## src/inc/imc_cfg.svh

```systemverilog
`ifndef IMC_CFG_SVH
`define IMC_CFG_SVH
// Register byte offsets
`define IMC_ADDR_CTRL 8'h00
`define IMC_ADDR_MODE 8'h04
`define IMC_ADDR_XFER 8'h08
`define IMC_ADDR_DATA 8'h0C
`define IMC_ADDR_STAT 8'h10
// Control register low half fields
`define IMC_CTRL_SDA_MON 5
`define IMC_CTRL_RSV4 4
`define IMC_CTRL_SCL_MON 3
`define IMC_CTRL_RSV2 2
`define IMC_CTRL_RST 1
`define IMC_CTRL_RSV0 0
// Bus-mode register fields
`define IMC_MODE_RSV7 7
`define IMC_MODE_WAIT 6
`define IMC_MODE_RSV5 5
`define IMC_MODE_RSV4 4
`define IMC_MODE_WP 3
`define IMC_BITCOUNT_RST 3'h0
// Transfer and status fields
`define IMC_XFER_START 0
`define IMC_XFER_MASTER 1
`define IMC_STAT_BUSY 0
`define IMC_STAT_DONE 1
`define IMC_STAT_ACK 2
// Timing
`define IMC_CLK_PERIOD_NS 40
`define IMC_HALF_BIT_NS 5000
`define IMC_HALF_BIT_CYC ((`IMC_HALF_BIT_NS + `IMC_CLK_PERIOD_NS - 1) / `IMC_CLK_PERIOD_NS)
`define IMC_WAIT_TICKS 3'h4
`endif

```

## src/inc/imc_pkg.sv

```systemverilog
package imc_pkg;
   // Frame engine states
   typedef enum logic [2:0] {
      ST_IDLE,
      ST_LOW,
      ST_HIGH,
      ST_HOLD,
      ST_SLAVE
   } imc_state_e;

   // Bit-count code to frame length, acknowledge bit included
   function automatic logic [3:0] frame_bits(input logic [2:0] code);
      if (code == 3'h0) begin
         frame_bits = 4'h9;
      end else begin
         frame_bits = {1'b0, code} + 4'h1;
      end
   endfunction
endpackage

```

## src/design/imc_frame_engine.sv

```systemverilog
`include "imc_cfg.svh"

module imc_frame_engine (
   input wire logic clk,
   input wire logic rst_n,
   input wire logic tick,
   input wire logic start,
   input wire logic master,
   input wire logic wait_en,
   input wire logic [3:0] frame_len,
   input wire logic [8:0] tx_frame,
   input wire logic scl_in,
   input wire logic sda_in,
   output logic scl_level,
   output logic sda_level,
   output logic busy,
   output logic done,
   output logic [8:0] rx_frame
);
   imc_pkg::imc_state_e state;
   logic [3:0] bit_idx;
   logic [3:0] len;
   logic [2:0] wait_cnt;
   logic [8:0] tx_sh;
   logic scl_prev;
   logic last_bit;
   logic ack_next;
   logic scl_rise;

   assign last_bit = bit_idx == (len - 4'h1);
   assign ack_next = (bit_idx + 4'h1) == (len - 4'h1);
   assign scl_rise = scl_in & ~scl_prev;

   // Bit sequencing; slave frames follow the remote clock edges
   always_ff @(posedge clk) begin
      if (!rst_n) begin
         state <= imc_pkg::ST_IDLE;
      end else begin
         unique case (state)
            imc_pkg::ST_IDLE: if (start) begin
               state <= master ? imc_pkg::ST_LOW : imc_pkg::ST_SLAVE;
            end
            imc_pkg::ST_LOW: if (tick) begin
               state <= imc_pkg::ST_HIGH;
            end
            imc_pkg::ST_HIGH: if (tick) begin
               if (last_bit) begin
                  state <= imc_pkg::ST_IDLE;
               end else if (ack_next && wait_en) begin
                  state <= imc_pkg::ST_HOLD;
               end else begin
                  state <= imc_pkg::ST_LOW;
               end
            end
            imc_pkg::ST_HOLD: if (tick && wait_cnt == `IMC_WAIT_TICKS - 3'h1) begin
               state <= imc_pkg::ST_LOW;
            end
            imc_pkg::ST_SLAVE: if (scl_rise && last_bit) begin
               state <= imc_pkg::ST_IDLE;
            end
         endcase
      end
   end

   // Extra low time counted in half-bit ticks
   always_ff @(posedge clk) begin
      if (!rst_n || state != imc_pkg::ST_HOLD) begin
         wait_cnt <= 3'h0;
      end else if (tick) begin
         wait_cnt <= wait_cnt + 3'h1;
      end
   end

   // Bit index, shifters and the end-of-frame pulse
   always_ff @(posedge clk) begin
      if (!rst_n) begin
         bit_idx <= 4'h0;
         len <= 4'h9;
         tx_sh <= 9'h1FF;
         rx_frame <= 9'h000;
         scl_prev <= 1'b1;
         done <= 1'b0;
      end else begin
         scl_prev <= scl_in;
         done <= ((state == imc_pkg::ST_HIGH) && tick && last_bit) ||
                 ((state == imc_pkg::ST_SLAVE) && scl_rise && last_bit);
         if (state == imc_pkg::ST_IDLE && start) begin
            bit_idx <= 4'h0;
            len <= frame_len;
            tx_sh <= tx_frame;
         end else if ((state == imc_pkg::ST_HIGH && tick) ||
                      (state == imc_pkg::ST_SLAVE && scl_rise)) begin
            bit_idx <= bit_idx + 4'h1;
            tx_sh <= {tx_sh[7:0], 1'b1};
            rx_frame <= {rx_frame[7:0], sda_in};
         end
      end
   end

   // Line levels; the acknowledge bit is released by a master, pulled by a slave
   always_comb begin
      scl_level = !(state == imc_pkg::ST_LOW || state == imc_pkg::ST_HOLD);
      if (state == imc_pkg::ST_SLAVE) begin
         sda_level = !last_bit;
      end else if (state == imc_pkg::ST_IDLE) begin
         sda_level = 1'b1;
      end else begin
         sda_level = last_bit | tx_sh[8];
      end
   end

   assign busy = state != imc_pkg::ST_IDLE;
endmodule

```

## src/design/imc_top.sv

```systemverilog
// Operation
// - SCL monitor bit reads 1 while SCL is released by this side, 0 while this side drives it low.
// - Control register bit 2 always reads 0.
// - Writing 1 to reset bit resets protocol logic and clears the received data; other registers keep contents.
// - Control register bit 0 always reads 1.
// - Master with wait bit set holds SCL low two transfer clocks before ack.
// - Wait bit clear sends data and ack bits back to back.
// - Wait bit has no effect in slave mode.
// - Bus-mode bits 5 and 4 always read 1.
// - Bit-count field updates only when the same write has protect bit 0.
// - Protect bit is not stored and always reads 1.
// - Bit-count code 000 gives 9 bits, 001 to 111 give 2 to 8.
// - Bit-count field returns to 000 when a frame with ack completes.
// - Protocol reset needs no port setup or register reload by software.
`include "imc_cfg.svh"

module imc_top (
   input wire logic aclk,
   input wire logic aresetn,
   input wire logic [7:0] s_axi_awaddr,
   input wire logic [2:0] s_axi_awprot,
   input wire logic s_axi_awvalid,
   output logic s_axi_awready,
   input wire logic [31:0] s_axi_wdata,
   input wire logic [3:0] s_axi_wstrb,
   input wire logic s_axi_wvalid,
   output logic s_axi_wready,
   output logic [1:0] s_axi_bresp,
   output logic s_axi_bvalid,
   input wire logic s_axi_bready,
   input wire logic [7:0] s_axi_araddr,
   input wire logic [2:0] s_axi_arprot,
   input wire logic s_axi_arvalid,
   output logic s_axi_arready,
   output logic [31:0] s_axi_rdata,
   output logic [1:0] s_axi_rresp,
   output logic s_axi_rvalid,
   input wire logic s_axi_rready,
   input wire logic scl_i,
   output logic scl_o,
   output logic scl_oe,
   input wire logic sda_i,
   output logic sda_o,
   output logic sda_oe
);
   // Response codes and the last count of the half-bit divider
   localparam logic [1:0] RESP_OKAY = 2'h0;
   localparam logic [1:0] RESP_SLVERR = 2'h2;
   localparam logic [7:0] HALF_LAST = 8'(`IMC_HALF_BIT_CYC - 1);

   // Software-visible state
   logic ctrl_logic_reset;
   logic mode_rsv7;
   logic wait_en;
   logic [2:0] bitcount;
   logic master_mode;
   logic [7:0] tx_byte;
   logic frame_done;

   // Bus capture
   logic [7:0] waddr;
   logic [31:0] wdata;
   logic [3:0] wstrb;
   logic wr_go;
   logic wr_ok;
   logic [31:0] rd_word;
   logic rd_ok;

   // Protocol side
   logic eng_rst_n;
   logic [7:0] half_cnt;
   logic tick;
   logic start_pulse;
   logic scl_meta;
   logic scl_sync;
   logic sda_meta;
   logic sda_sync;
   logic eng_scl_level;
   logic eng_sda_level;
   logic eng_busy;
   logic eng_done;
   logic [8:0] rx_frame;

   // Write strobes per register, low byte lane only
   logic wr_ctrl;
   logic wr_mode;
   logic wr_xfer;
   logic wr_stat;
   logic wr_data;

   // Protocol logic is held in reset by the bit; registers are not touched
   assign eng_rst_n = aresetn & ~ctrl_logic_reset;

   // Address decode of the captured write
   always_comb begin
      wr_ok = (waddr == `IMC_ADDR_CTRL) || (waddr == `IMC_ADDR_MODE) ||
              (waddr == `IMC_ADDR_XFER) || (waddr == `IMC_ADDR_DATA) ||
              (waddr == `IMC_ADDR_STAT);
   end

   // Commit strobe: both halves captured and no response still pending
   assign wr_go = !s_axi_awready && !s_axi_wready && !s_axi_bvalid;
   assign wr_ctrl = wr_go && wstrb[0] && waddr == `IMC_ADDR_CTRL;
   assign wr_mode = wr_go && wstrb[0] && waddr == `IMC_ADDR_MODE;
   assign wr_xfer = wr_go && wstrb[0] && waddr == `IMC_ADDR_XFER;
   assign wr_data = wr_go && wstrb[0] && waddr == `IMC_ADDR_DATA;
   assign wr_stat = wr_go && wstrb[0] && waddr == `IMC_ADDR_STAT;

   // Write address channel; one slot, freed when the response is taken
   always_ff @(posedge aclk) begin
      if (!aresetn) begin
         s_axi_awready <= 1'b1;
         waddr <= 8'h00;
      end else if (s_axi_awready && s_axi_awvalid) begin
         s_axi_awready <= 1'b0;
         waddr <= s_axi_awaddr;
      end else if (s_axi_bvalid && s_axi_bready) begin
         s_axi_awready <= 1'b1;
      end
   end

   // Write data channel; may arrive before or after the address
   always_ff @(posedge aclk) begin
      if (!aresetn) begin
         s_axi_wready <= 1'b1;
         wdata <= 32'h0000_0000;
         wstrb <= 4'h0;
      end else if (s_axi_wready && s_axi_wvalid) begin
         s_axi_wready <= 1'b0;
         wdata <= s_axi_wdata;
         wstrb <= s_axi_wstrb;
      end else if (s_axi_bvalid && s_axi_bready) begin
         s_axi_wready <= 1'b1;
      end
   end

   // Write response one cycle after both halves are held
   always_ff @(posedge aclk) begin
      if (!aresetn) begin
         s_axi_bvalid <= 1'b0;
         s_axi_bresp <= RESP_OKAY;
      end else if (wr_go) begin
         s_axi_bvalid <= 1'b1;
         s_axi_bresp <= wr_ok ? RESP_OKAY : RESP_SLVERR;
      end else if (s_axi_bready) begin
         s_axi_bvalid <= 1'b0;
      end
   end

   // Control low half: only the protocol reset bit is stored
   always_ff @(posedge aclk) begin
      if (!aresetn) begin
         ctrl_logic_reset <= 1'b0;
      end else if (wr_ctrl) begin
         ctrl_logic_reset <= wdata[`IMC_CTRL_RST];
      end
   end

   // Bus-mode register; bit 7 is kept as written, software keeps it 0
   // Bit 7 has no function; storing it only makes the read-back match the write
   always_ff @(posedge aclk) begin
      if (!aresetn) begin
         mode_rsv7 <= 1'b0;
         wait_en <= 1'b0;
      end else if (wr_mode) begin
         mode_rsv7 <= wdata[`IMC_MODE_RSV7];
         wait_en <= wdata[`IMC_MODE_WAIT];
      end
   end

   // Bit count: frame end clears it, and wins over a write in the same cycle
   // A write in that last cycle is lost, so software must write between frames
   always_ff @(posedge aclk) begin
      if (!aresetn) begin
         bitcount <= `IMC_BITCOUNT_RST;
      end else if (eng_done) begin
         bitcount <= `IMC_BITCOUNT_RST;
      end else if (wr_mode && !wdata[`IMC_MODE_WP]) begin
         bitcount <= wdata[2:0];
      end
   end

   // Transfer control and transmit byte
   always_ff @(posedge aclk) begin
      if (!aresetn) begin
         master_mode <= 1'b0;
         tx_byte <= 8'hFF;
      end else begin
         if (wr_xfer) begin
            master_mode <= wdata[`IMC_XFER_MASTER];
         end
         if (wr_data) begin
            tx_byte <= wdata[7:0];
         end
      end
   end

   // Start request is a single pulse; dropped while the logic is held in reset
   always_ff @(posedge aclk) begin
      if (!eng_rst_n) begin
         start_pulse <= 1'b0;
      end else begin
         start_pulse <= wr_xfer && wdata[`IMC_XFER_START] && !eng_busy;
      end
   end

   // Sticky frame-done flag; a new completion beats a clear in the same cycle
   always_ff @(posedge aclk) begin
      if (!aresetn) begin
         frame_done <= 1'b0;
      end else if (eng_done) begin
         frame_done <= 1'b1;
      end else if (wr_stat && wdata[`IMC_STAT_DONE]) begin
         frame_done <= 1'b0;
      end
   end

   // Read mux; fixed reserved values are built in here, not stored
   always_comb begin
      rd_word = 32'h0000_0000;
      rd_ok = 1'b1;
      unique case (s_axi_araddr)
         `IMC_ADDR_CTRL: begin
            rd_word[`IMC_CTRL_SDA_MON] = ~sda_oe;
            rd_word[`IMC_CTRL_RSV4] = 1'b1;
            rd_word[`IMC_CTRL_SCL_MON] = ~scl_oe;
            rd_word[`IMC_CTRL_RSV2] = 1'b0;
            rd_word[`IMC_CTRL_RST] = ctrl_logic_reset;
            rd_word[`IMC_CTRL_RSV0] = 1'b1;
         end
         `IMC_ADDR_MODE: begin
            rd_word[`IMC_MODE_RSV7] = mode_rsv7;
            rd_word[`IMC_MODE_WAIT] = wait_en;
            rd_word[`IMC_MODE_RSV5] = 1'b1;
            rd_word[`IMC_MODE_RSV4] = 1'b1;
            rd_word[`IMC_MODE_WP] = 1'b1;
            rd_word[2:0] = bitcount;
         end
         `IMC_ADDR_XFER: begin
            rd_word[`IMC_XFER_MASTER] = master_mode;
         end
         `IMC_ADDR_DATA: begin
            rd_word[8:0] = rx_frame;
         end
         `IMC_ADDR_STAT: begin
            rd_word[`IMC_STAT_BUSY] = eng_busy;
            rd_word[`IMC_STAT_DONE] = frame_done;
            rd_word[`IMC_STAT_ACK] = rx_frame[0];
         end
         default: begin
            rd_ok = 1'b0;
         end
      endcase
   end

   // Read channel; data is captured at the address handshake
   // The word is frozen then, so a monitor bit shows the drive of that cycle
   always_ff @(posedge aclk) begin
      if (!aresetn) begin
         s_axi_arready <= 1'b1;
         s_axi_rvalid <= 1'b0;
         s_axi_rdata <= 32'h0000_0000;
         s_axi_rresp <= RESP_OKAY;
      end else if (s_axi_arready && s_axi_arvalid) begin
         s_axi_arready <= 1'b0;
         s_axi_rvalid <= 1'b1;
         s_axi_rdata <= rd_word;
         s_axi_rresp <= rd_ok ? RESP_OKAY : RESP_SLVERR;
      end else if (s_axi_rvalid && s_axi_rready) begin
         s_axi_rvalid <= 1'b0;
         s_axi_arready <= 1'b1;
      end
   end

   // Half-bit tick divider; part of the protocol logic, so it restarts too
   // It runs free, so the first low half of a master frame may be short
   always_ff @(posedge aclk) begin
      if (!eng_rst_n) begin
         half_cnt <= 8'h00;
         tick <= 1'b0;
      end else if (half_cnt == HALF_LAST) begin
         half_cnt <= 8'h00;
         tick <= 1'b1;
      end else begin
         half_cnt <= half_cnt + 8'h01;
         tick <= 1'b0;
      end
   end

   // Pin synchronisers; the first stage feeds only the second
   always_ff @(posedge aclk) begin
      if (!aresetn) begin
         scl_meta <= 1'b1;
         scl_sync <= 1'b1;
         sda_meta <= 1'b1;
         sda_sync <= 1'b1;
      end else begin
         scl_meta <= scl_i;
         scl_sync <= scl_meta;
         sda_meta <= sda_i;
         sda_sync <= sda_meta;
      end
   end

   // Frame engine; it sees only synchronised pin levels
   imc_frame_engine u_engine (
      .clk(aclk),
      .rst_n(eng_rst_n),
      .tick(tick),
      .start(start_pulse),
      .master(master_mode),
      .wait_en(wait_en & master_mode),
      .frame_len(imc_pkg::frame_bits(bitcount)),
      .tx_frame({tx_byte, 1'b1}),
      .scl_in(scl_sync),
      .sda_in(sda_sync),
      .scl_level(eng_scl_level),
      .sda_level(eng_sda_level),
      .busy(eng_busy),
      .done(eng_done),
      .rx_frame(rx_frame)
   );

   // Open-drain drivers; the protocol reset releases both lines at once
   // Registered, so the pins lag the engine by one clock
   always_ff @(posedge aclk) begin
      if (!eng_rst_n) begin
         scl_oe <= 1'b0;
         sda_oe <= 1'b0;
      end else begin
         scl_oe <= ~eng_scl_level;
         sda_oe <= ~eng_sda_level;
      end
   end

   // Output data of the open-drain pins is always low
   always_ff @(posedge aclk) begin
      if (!aresetn) begin
         scl_o <= 1'b0;
         sda_o <= 1'b0;
      end else begin
         scl_o <= 1'b0;
         sda_o <= 1'b0;
      end
   end
endmodule

```

## config.mk

```make
export PLATFORM = sky130hd
export DESIGN_NAME = imc_top
export DESIGN_NICKNAME = d
export VERILOG_FILES = /design/src/inc/imc_pkg.sv /design/src/design/imc_frame_engine.sv /design/src/design/imc_top.sv
export VERILOG_INCLUDE_DIRS = /design/src /design/src/inc
export SDC_FILE = /design/constraint.sdc
export NUM_CORES = 1
export LEC_CHECK = 0
export BUFFER_PORTS_ARGS = -buffer_cell sky130_fd_sc_hd__buf_4
export CORE_MARGIN = 2
export CORE_UTILIZATION = 55
export DETAILED_ROUTE_END_ITERATION = 8
export PLACE_DENSITY = 0.82
export SLEW_MARGIN = 15
export SYNTH_ARGS = -nofsm -noshare
export SYNTH_HDL_FRONTEND = slang
export SYNTH_HIERARCHICAL = 1
export SYNTH_SLANG_ARGS = --single-unit
```

## constraint.sdc

```tcl
create_clock -name aclk -period 3.1 [get_ports aclk]
set_input_delay 0.775 -clock aclk [delete_from_list [all_inputs] [get_ports aclk]]
set_output_delay 0.775 -clock aclk [all_outputs]
set_load 0.1 [all_outputs]
```

Yosys cells after proc, flatten, opt, wreduce, memory -nomap -nowiden
Index checks and enable logic that the tools add are counted.
{"block": "word_totals", "regBits": 100, "in_bits": 67, "output_inout_bits": 45, "elab_cells": 166}
{"block": "op_classes", "add_sub_neg": 5, "n_eq_ne": 22, "mux": 35, "bitwise_logic": 12, "reduce_logical": 57}
{"op": "$eq 8x4->1 const B", "n": 4}
{"op": "$logic_and 1x1->1", "n": 25}
{"op": "$mux 3", "n": 7}
{"op": "$mux 9", "n": 2}
{"op": "$eq 8x3->1 const B", "n": 2}
{"op": "$eq 8x5->1 const B", "n": 2}
{"op": "$logic_not 8->1", "n": 2}
{"op": "$mux 1", "n": 16}
{"op": "$pmux 3 s5", "n": 1}
{"op": "$reduce_bool 2->1", "n": 6}
{"op": "$eq 3x2->1 const B", "n": 3}
{"op": "$pmux 3 s3", "n": 1}
{"op": "$add 8x1->8 const B", "n": 1}
{"op": "$eq 4x4->1", "n": 2}
{"op": "$eq 8x7->1 const B", "n": 1}
{"op": "$logic_or 1x1->1", "n": 8}
{"op": "$not 1->1", "n": 8}
{"op": "$logic_not 1->1", "n": 7}
{"op": "$logic_not 3->1", "n": 2}
{"op": "$mux 2", "n": 3}
{"op": "$ne 2x2->1 const B", "n": 3}
{"op": "$reduce_or 2->1", "n": 3}
{"op": "$pmux 1 s5", "n": 1}
{"op": "$reduce_and 5->1", "n": 1}
{"op": "other kinds (17)", "n": 20}

Logic depth before layout (Yosys ltp)
{"block": "depth", "ltp_word": 8, "ltp_mapped": 8, "mapped_depth_nobuf": 8}

Modules after synthesis
Netlist, hierarchy kept.
{"module": "imc_top", "instances": 1, "cells_each": 333, "area_per_inst_um2": 2955.3, "seq_area_each_um2": 1301.2}
{"module": "imc_frame_engine", "instances": 1, "cells_each": 180, "area_per_inst_um2": 1612.8, "seq_area_each_um2": 680.7}

Worst setup path after synthesis
No wires, ideal clock.
{"block": "synth_timing", "path_type": "input to register", "startpoint": "in s_axi_araddr[1]", "endpoint": "reg s_axi_rdata[6]", "setup_time_ps": 59, "arrival_time_ps": 2032, "required_time_ps": 3041, "path_slack_ps": 1009, "stages": 4, "n_path_buf": 0, "path_cell_list": "or4_4 > or4b_4 > o21ai_1 > and2_1"}
{"block": "synth_between", "elab_chain_len": 2, "word_cells_on_any_way": 3, "classes_between": "eq/ne: 2; mux: 1"}
{"item": "from (decl)", "line": "imc_top.sv:31", "text": "input wire logic [7:0] s_axi_araddr,"}
{"item": "$eq 8x4->1 / $eq 8x3->1 (equally long branches)", "line": "imc_top.sv:222", "text": "unique case (s_axi_araddr)"}
{"item": "$pmux 2 s2 *", "line": "imc_top.sv:222"}
{"item": "to (signal assigned)", "line": "imc_top.sv:267", "text": "s_axi_rdata <= rd_word;"}
{"item": "to (decl)", "line": "imc_top.sv:35", "text": "output logic [31:0] s_axi_rdata,"}
Every way passes the cells marked *; elsewhere a longest branch is shown, timed or not.
A chain may end at the register's enable or synchronous reset.

Final worst setup path
{"block": "layout_timing", "startpoint": "reg u_engine.len[0]", "endpoint": "reg u_engine.state[0]"}
{"block": "layout_between", "elab_chain_len": 5, "word_cells_on_any_way": 8, "classes_between": "add/sub: 1; eq/ne: 2; mux: 3; reduce/logical: 2"}
{"item": "from (decl)", "line": "imc_frame_engine.sv:22", "text": "logic [3:0] len;"}
{"item": "from (signal assigned)", "line": "imc_frame_engine.sv:89", "text": "len <= frame_len;"}
{"item": "$sub 4x1->4 *", "line": "imc_frame_engine.sv:30", "text": "assign last_bit = bit_idx == (len - 4'h1);"}
{"item": "$eq 4x4->1 *", "line": "imc_frame_engine.sv:30"}
{"item": "$mux 3 / $logic_and 1x1->1 (equally long branches)", "line": "imc_frame_engine.sv:47, imc_frame_engine.sv:58"}
{"item": "$mux 3 / $ne 2x1->1 (equally long branches)"}
{"item": "$pmux 3 s5 / $reduce_and 5->1 (equally long branches)"}
{"item": "to (signal assigned)", "line": "imc_frame_engine.sv:41", "text": "state <= master ? imc_pkg::ST_LOW : imc_pkg::ST_SLAVE;"}
{"item": "to (signal assigned)", "line": "imc_frame_engine.sv:48", "text": "state <= imc_pkg::ST_IDLE;"}
{"item": "to (signal assigned)", "line": "imc_frame_engine.sv:50", "text": "state <= imc_pkg::ST_HOLD;"}
{"item": "to (decl)", "line": "imc_frame_engine.sv:20", "text": "imc_pkg::imc_state_e state;"}
Every way passes the cells marked *; elsewhere a longest branch is shown, timed or not. The select of a mux whose other input is x is not followed.

==> impl_metrics.tcl <==
set metrics [dict create \
    hold_path.class "reg2reg" \
    required_ps 3340 \
    end_kind "flip-flop" \
    pin_count 112 \
    cts_tree "done" \
    async_reset_ff_share_pct 0 \
    postSynthCellCount 513 \
    fmax_mhz 460 \
    setup_viol 0 \
    io_buffers 51 \
    ys_ff_latch 99 \
    num_antenna_cells 0 \
    hold_viol 0 \
    cts_hold_buf 0 \
    clkTransAtPathRegs_ps 90 \
    cap_viol_max_count 0 \
    rsz0062_at_grt "false" \
    timing.final.crit_share_pct 70.1 \
    grt_util_met1_pct 25.8 \
    endpoint "u_engine/state[0]" \
    synth-edff-count 0 \
    antenna_found_initial 0 \
    r2r_cells 7 \
    htree_levels 3 \
    place_area_um2 4910 \
    fin_skew_ps 12.4 \
    post-route-drc-count 0 \
    syn_area_per_cell_um2 8.90 \
    grt_pass1_vias 3261 \
    netlist_area_um2 4570 \
    start_util_pct 56.2 \
    cts_setup_buffers 0 \
    dr.pass1.iters 4 \
    fill_cells 702 \
    rows 33 \
    die_y_um 95.1 \
    via_per_inst 5.30 \
    p_leak_nw 2.07 \
    final_nets 630 \
    cts.sinks 99 \
    report.power.total_w 0.00256 \
    area_growth_pct 12.5 \
    pwr_density_cell_nw_per_um2 498 \
    drt-initial-drc-count 166 \
    drive_above_1_share_pct 14.1 \
    grt_use_met2_pct 33.3 \
    critPathLaunchType "flip-flop" \
    fin_crit_ps 2170 \
    met3_usage_pct 4.74 \
    min_from "scl_meta" \
    ys_seq_area_share_pct 43.4 \
    relSlewSlack_pct 56.3 \
    r2r_end "u_engine/state[0]" \
    grt_max_degree 54 \
    clk_path_buf_depth 2 \
    routed_wl_mm 8.63 \
    worstSetupStartpoint "u_engine/len[0]" \
    ys.flop_type "dfxtp_1" \
    cts_resized 0 \
    worstMarginPinSlew_ps 650 \
    grt_pass1_wl_mm 14.6 \
    r2r_slack_ps 930 \
    vdd_drop_max_uv 279 \
    ant_nets 0 \
    fin_util_pct 63.2 \
    wl_per_cell_um 13.0 \
    place_hpwl_mm 6.37 \
    post-route-cell-area_um2 5140 \
    cts_inserted_buffers 9 \
    vias 3526 \
    setup_tns_ps 0 \
    cp_max_fo 5 \
    gp_congestion 0.838 \
    coreArea_um2 8130 \
    die_x_um 95.1 \
    r2r_start "u_engine/len[0]" \
    clk_latency_ps 350 \
    top_usage_layer "met2" \
    status "finished clean" \
    path_class "reg2reg" \
    slew_viol_final 0 \
    cts_root_buffer "clkbuf_8" \
    dieArea_um2 9050 \
    grt_overflow 0 \
    yosys_warnings 6 \
    grt_use_total_pct 20.1 \
    worstPathArrival_ps 2420 \
    yosysUniqueCellTypes 55 \
]
-- Yosys cell counts (all sizes together) (2+ instances only) --
cell type	n	area, um^2
dfxtp	99	1980
nand2	89	334
buf	33	233
mux2i	33	330
nor2	31	119
a21boi	24	180
nor2b	22	138
clkbuf	17	63.8
o21ai	15	75.1
nand3	12	60.1
nand2b	11	68.8
nor3	11	60.1
a21oi	10	53.8
inv	10	37.5
xnor2	9	86.3
xor2	9	78.8
a221o	8	80.1
ha	8	100
and3	7	43.8
a31oi	5	31.3
and2	5	31.3
nand4b	5	43.8
and4b	4	40.0
nand3b	3	22.5
nand4	3	18.8
nor4b	3	32.5
o21a	3	22.5
conb	2	7.51
nor3b	2	15.0
o22ai	2	12.5
or4b	2	23.8
-- final cells by class --
| type | instances | area (um^2) | area share [%] |
|---|---|---|---|
| Multi-Input combinational cell | 379 | 2350 | 45.7 |
| Inverter | 11 | 41.3 | 0.804 |
| Sequential cell | 99 | 1980 | 38.6 |
| Timing Repair Buffer | 55 | 413 | 8.04 |
| Tap cell | 105 | 131 | 2.56 |
| Clock buffer | 11 | 141 | 2.75 |
| Clock inverter | 5 | 83.8 | 1.63 |
-- per-layer routing --
| layer | up-vias | wire, um |
|---|---|---|
| li1 | 1787 | - |
| met5 | - | 0 |
| met4 | 0 | 140 |
| met2 | 81 | 4110 |
| met3 | 12 | 352 |
| met1 | 1646 | 4020 |
-- metrics by stage --
step | hold slack, ps | cells | worst slack, ps
CTS | 419 | 665 | 951
floorplan | 386 | 539 | 1010
finish | 415 | 665 | 927
global placement | 390 | 649 | 867
global route | 433 | 665 | 793
detailed placement | 398 | 649 | 843
-- sequential cells by signal, indices dropped and copies added, names as in the netlist, 4 cells and up --
register	count
wdata	8
u_engine/bit_idx	4
u_engine/tx_sh	9
half_cnt	8
u_engine/rx_frame	9
s_axi_rdata	9
waddr	8
tx_byte	8
u_engine/len	4
-- cells in the final DEF, fill, tap and decap left out, types with 12 or more instances in the layout --
master / n
nor2b_1: 22
nand3_1: 12
buf_4: 55
nand2_1: 89
a21boi_0: 24
conb_1: 28
nor2_1: 30
o21ai_0: 13
mux2i_1: 33
dfxtp_1: 99
-- cell families after synthesis --
logic type | synth area share [%]
AOI/OAI and AO/OA | 11.7
xor gates and xnor gates | 3.62
adders and majority gates | 2.19
buffers and inverters | 7.40
DFF | 43.4
muxes | 7.23
other | 0.164
and+or+nand+nor | 24.3
-- worst max-delay path, stage by stage (launching register included) --
cell and delay [ps]:
dfxtp_1 380, inv_1 80, ha_1 330, xor2_1 240
nand2_1 100, nor3_1 550, a31oi_1 160, and4b_1 230
-- power breakdown --
part | total [W] | switching, W | internal, W | leakage [nW]
clock | 0.000898 | 0.000418 | 0.000480 | 0.106
combinational | 0.000339 | 0.000265 | 0.0000735 | 1.16
sequential | 0.00132 | 0.0000272 | 0.00130 | 0.804
total | 0.00256 | 0.000711 | 0.00185 | 2.07
-- how the worst min path moves through the flow --
stage / to / slack (ps) / cells past startpoint
after floorplan: scl_sync / 390 / 1
after global placement: sda_sync / 390 / 1
after detailed placement: scl_sync / 400 / 1
after CTS: scl_sync / 420 / 1
after global routing: sda_sync / 430 / 1
final: scl_sync / 420 / 1
Note: power is estimated with default switching activity, not from simulation.
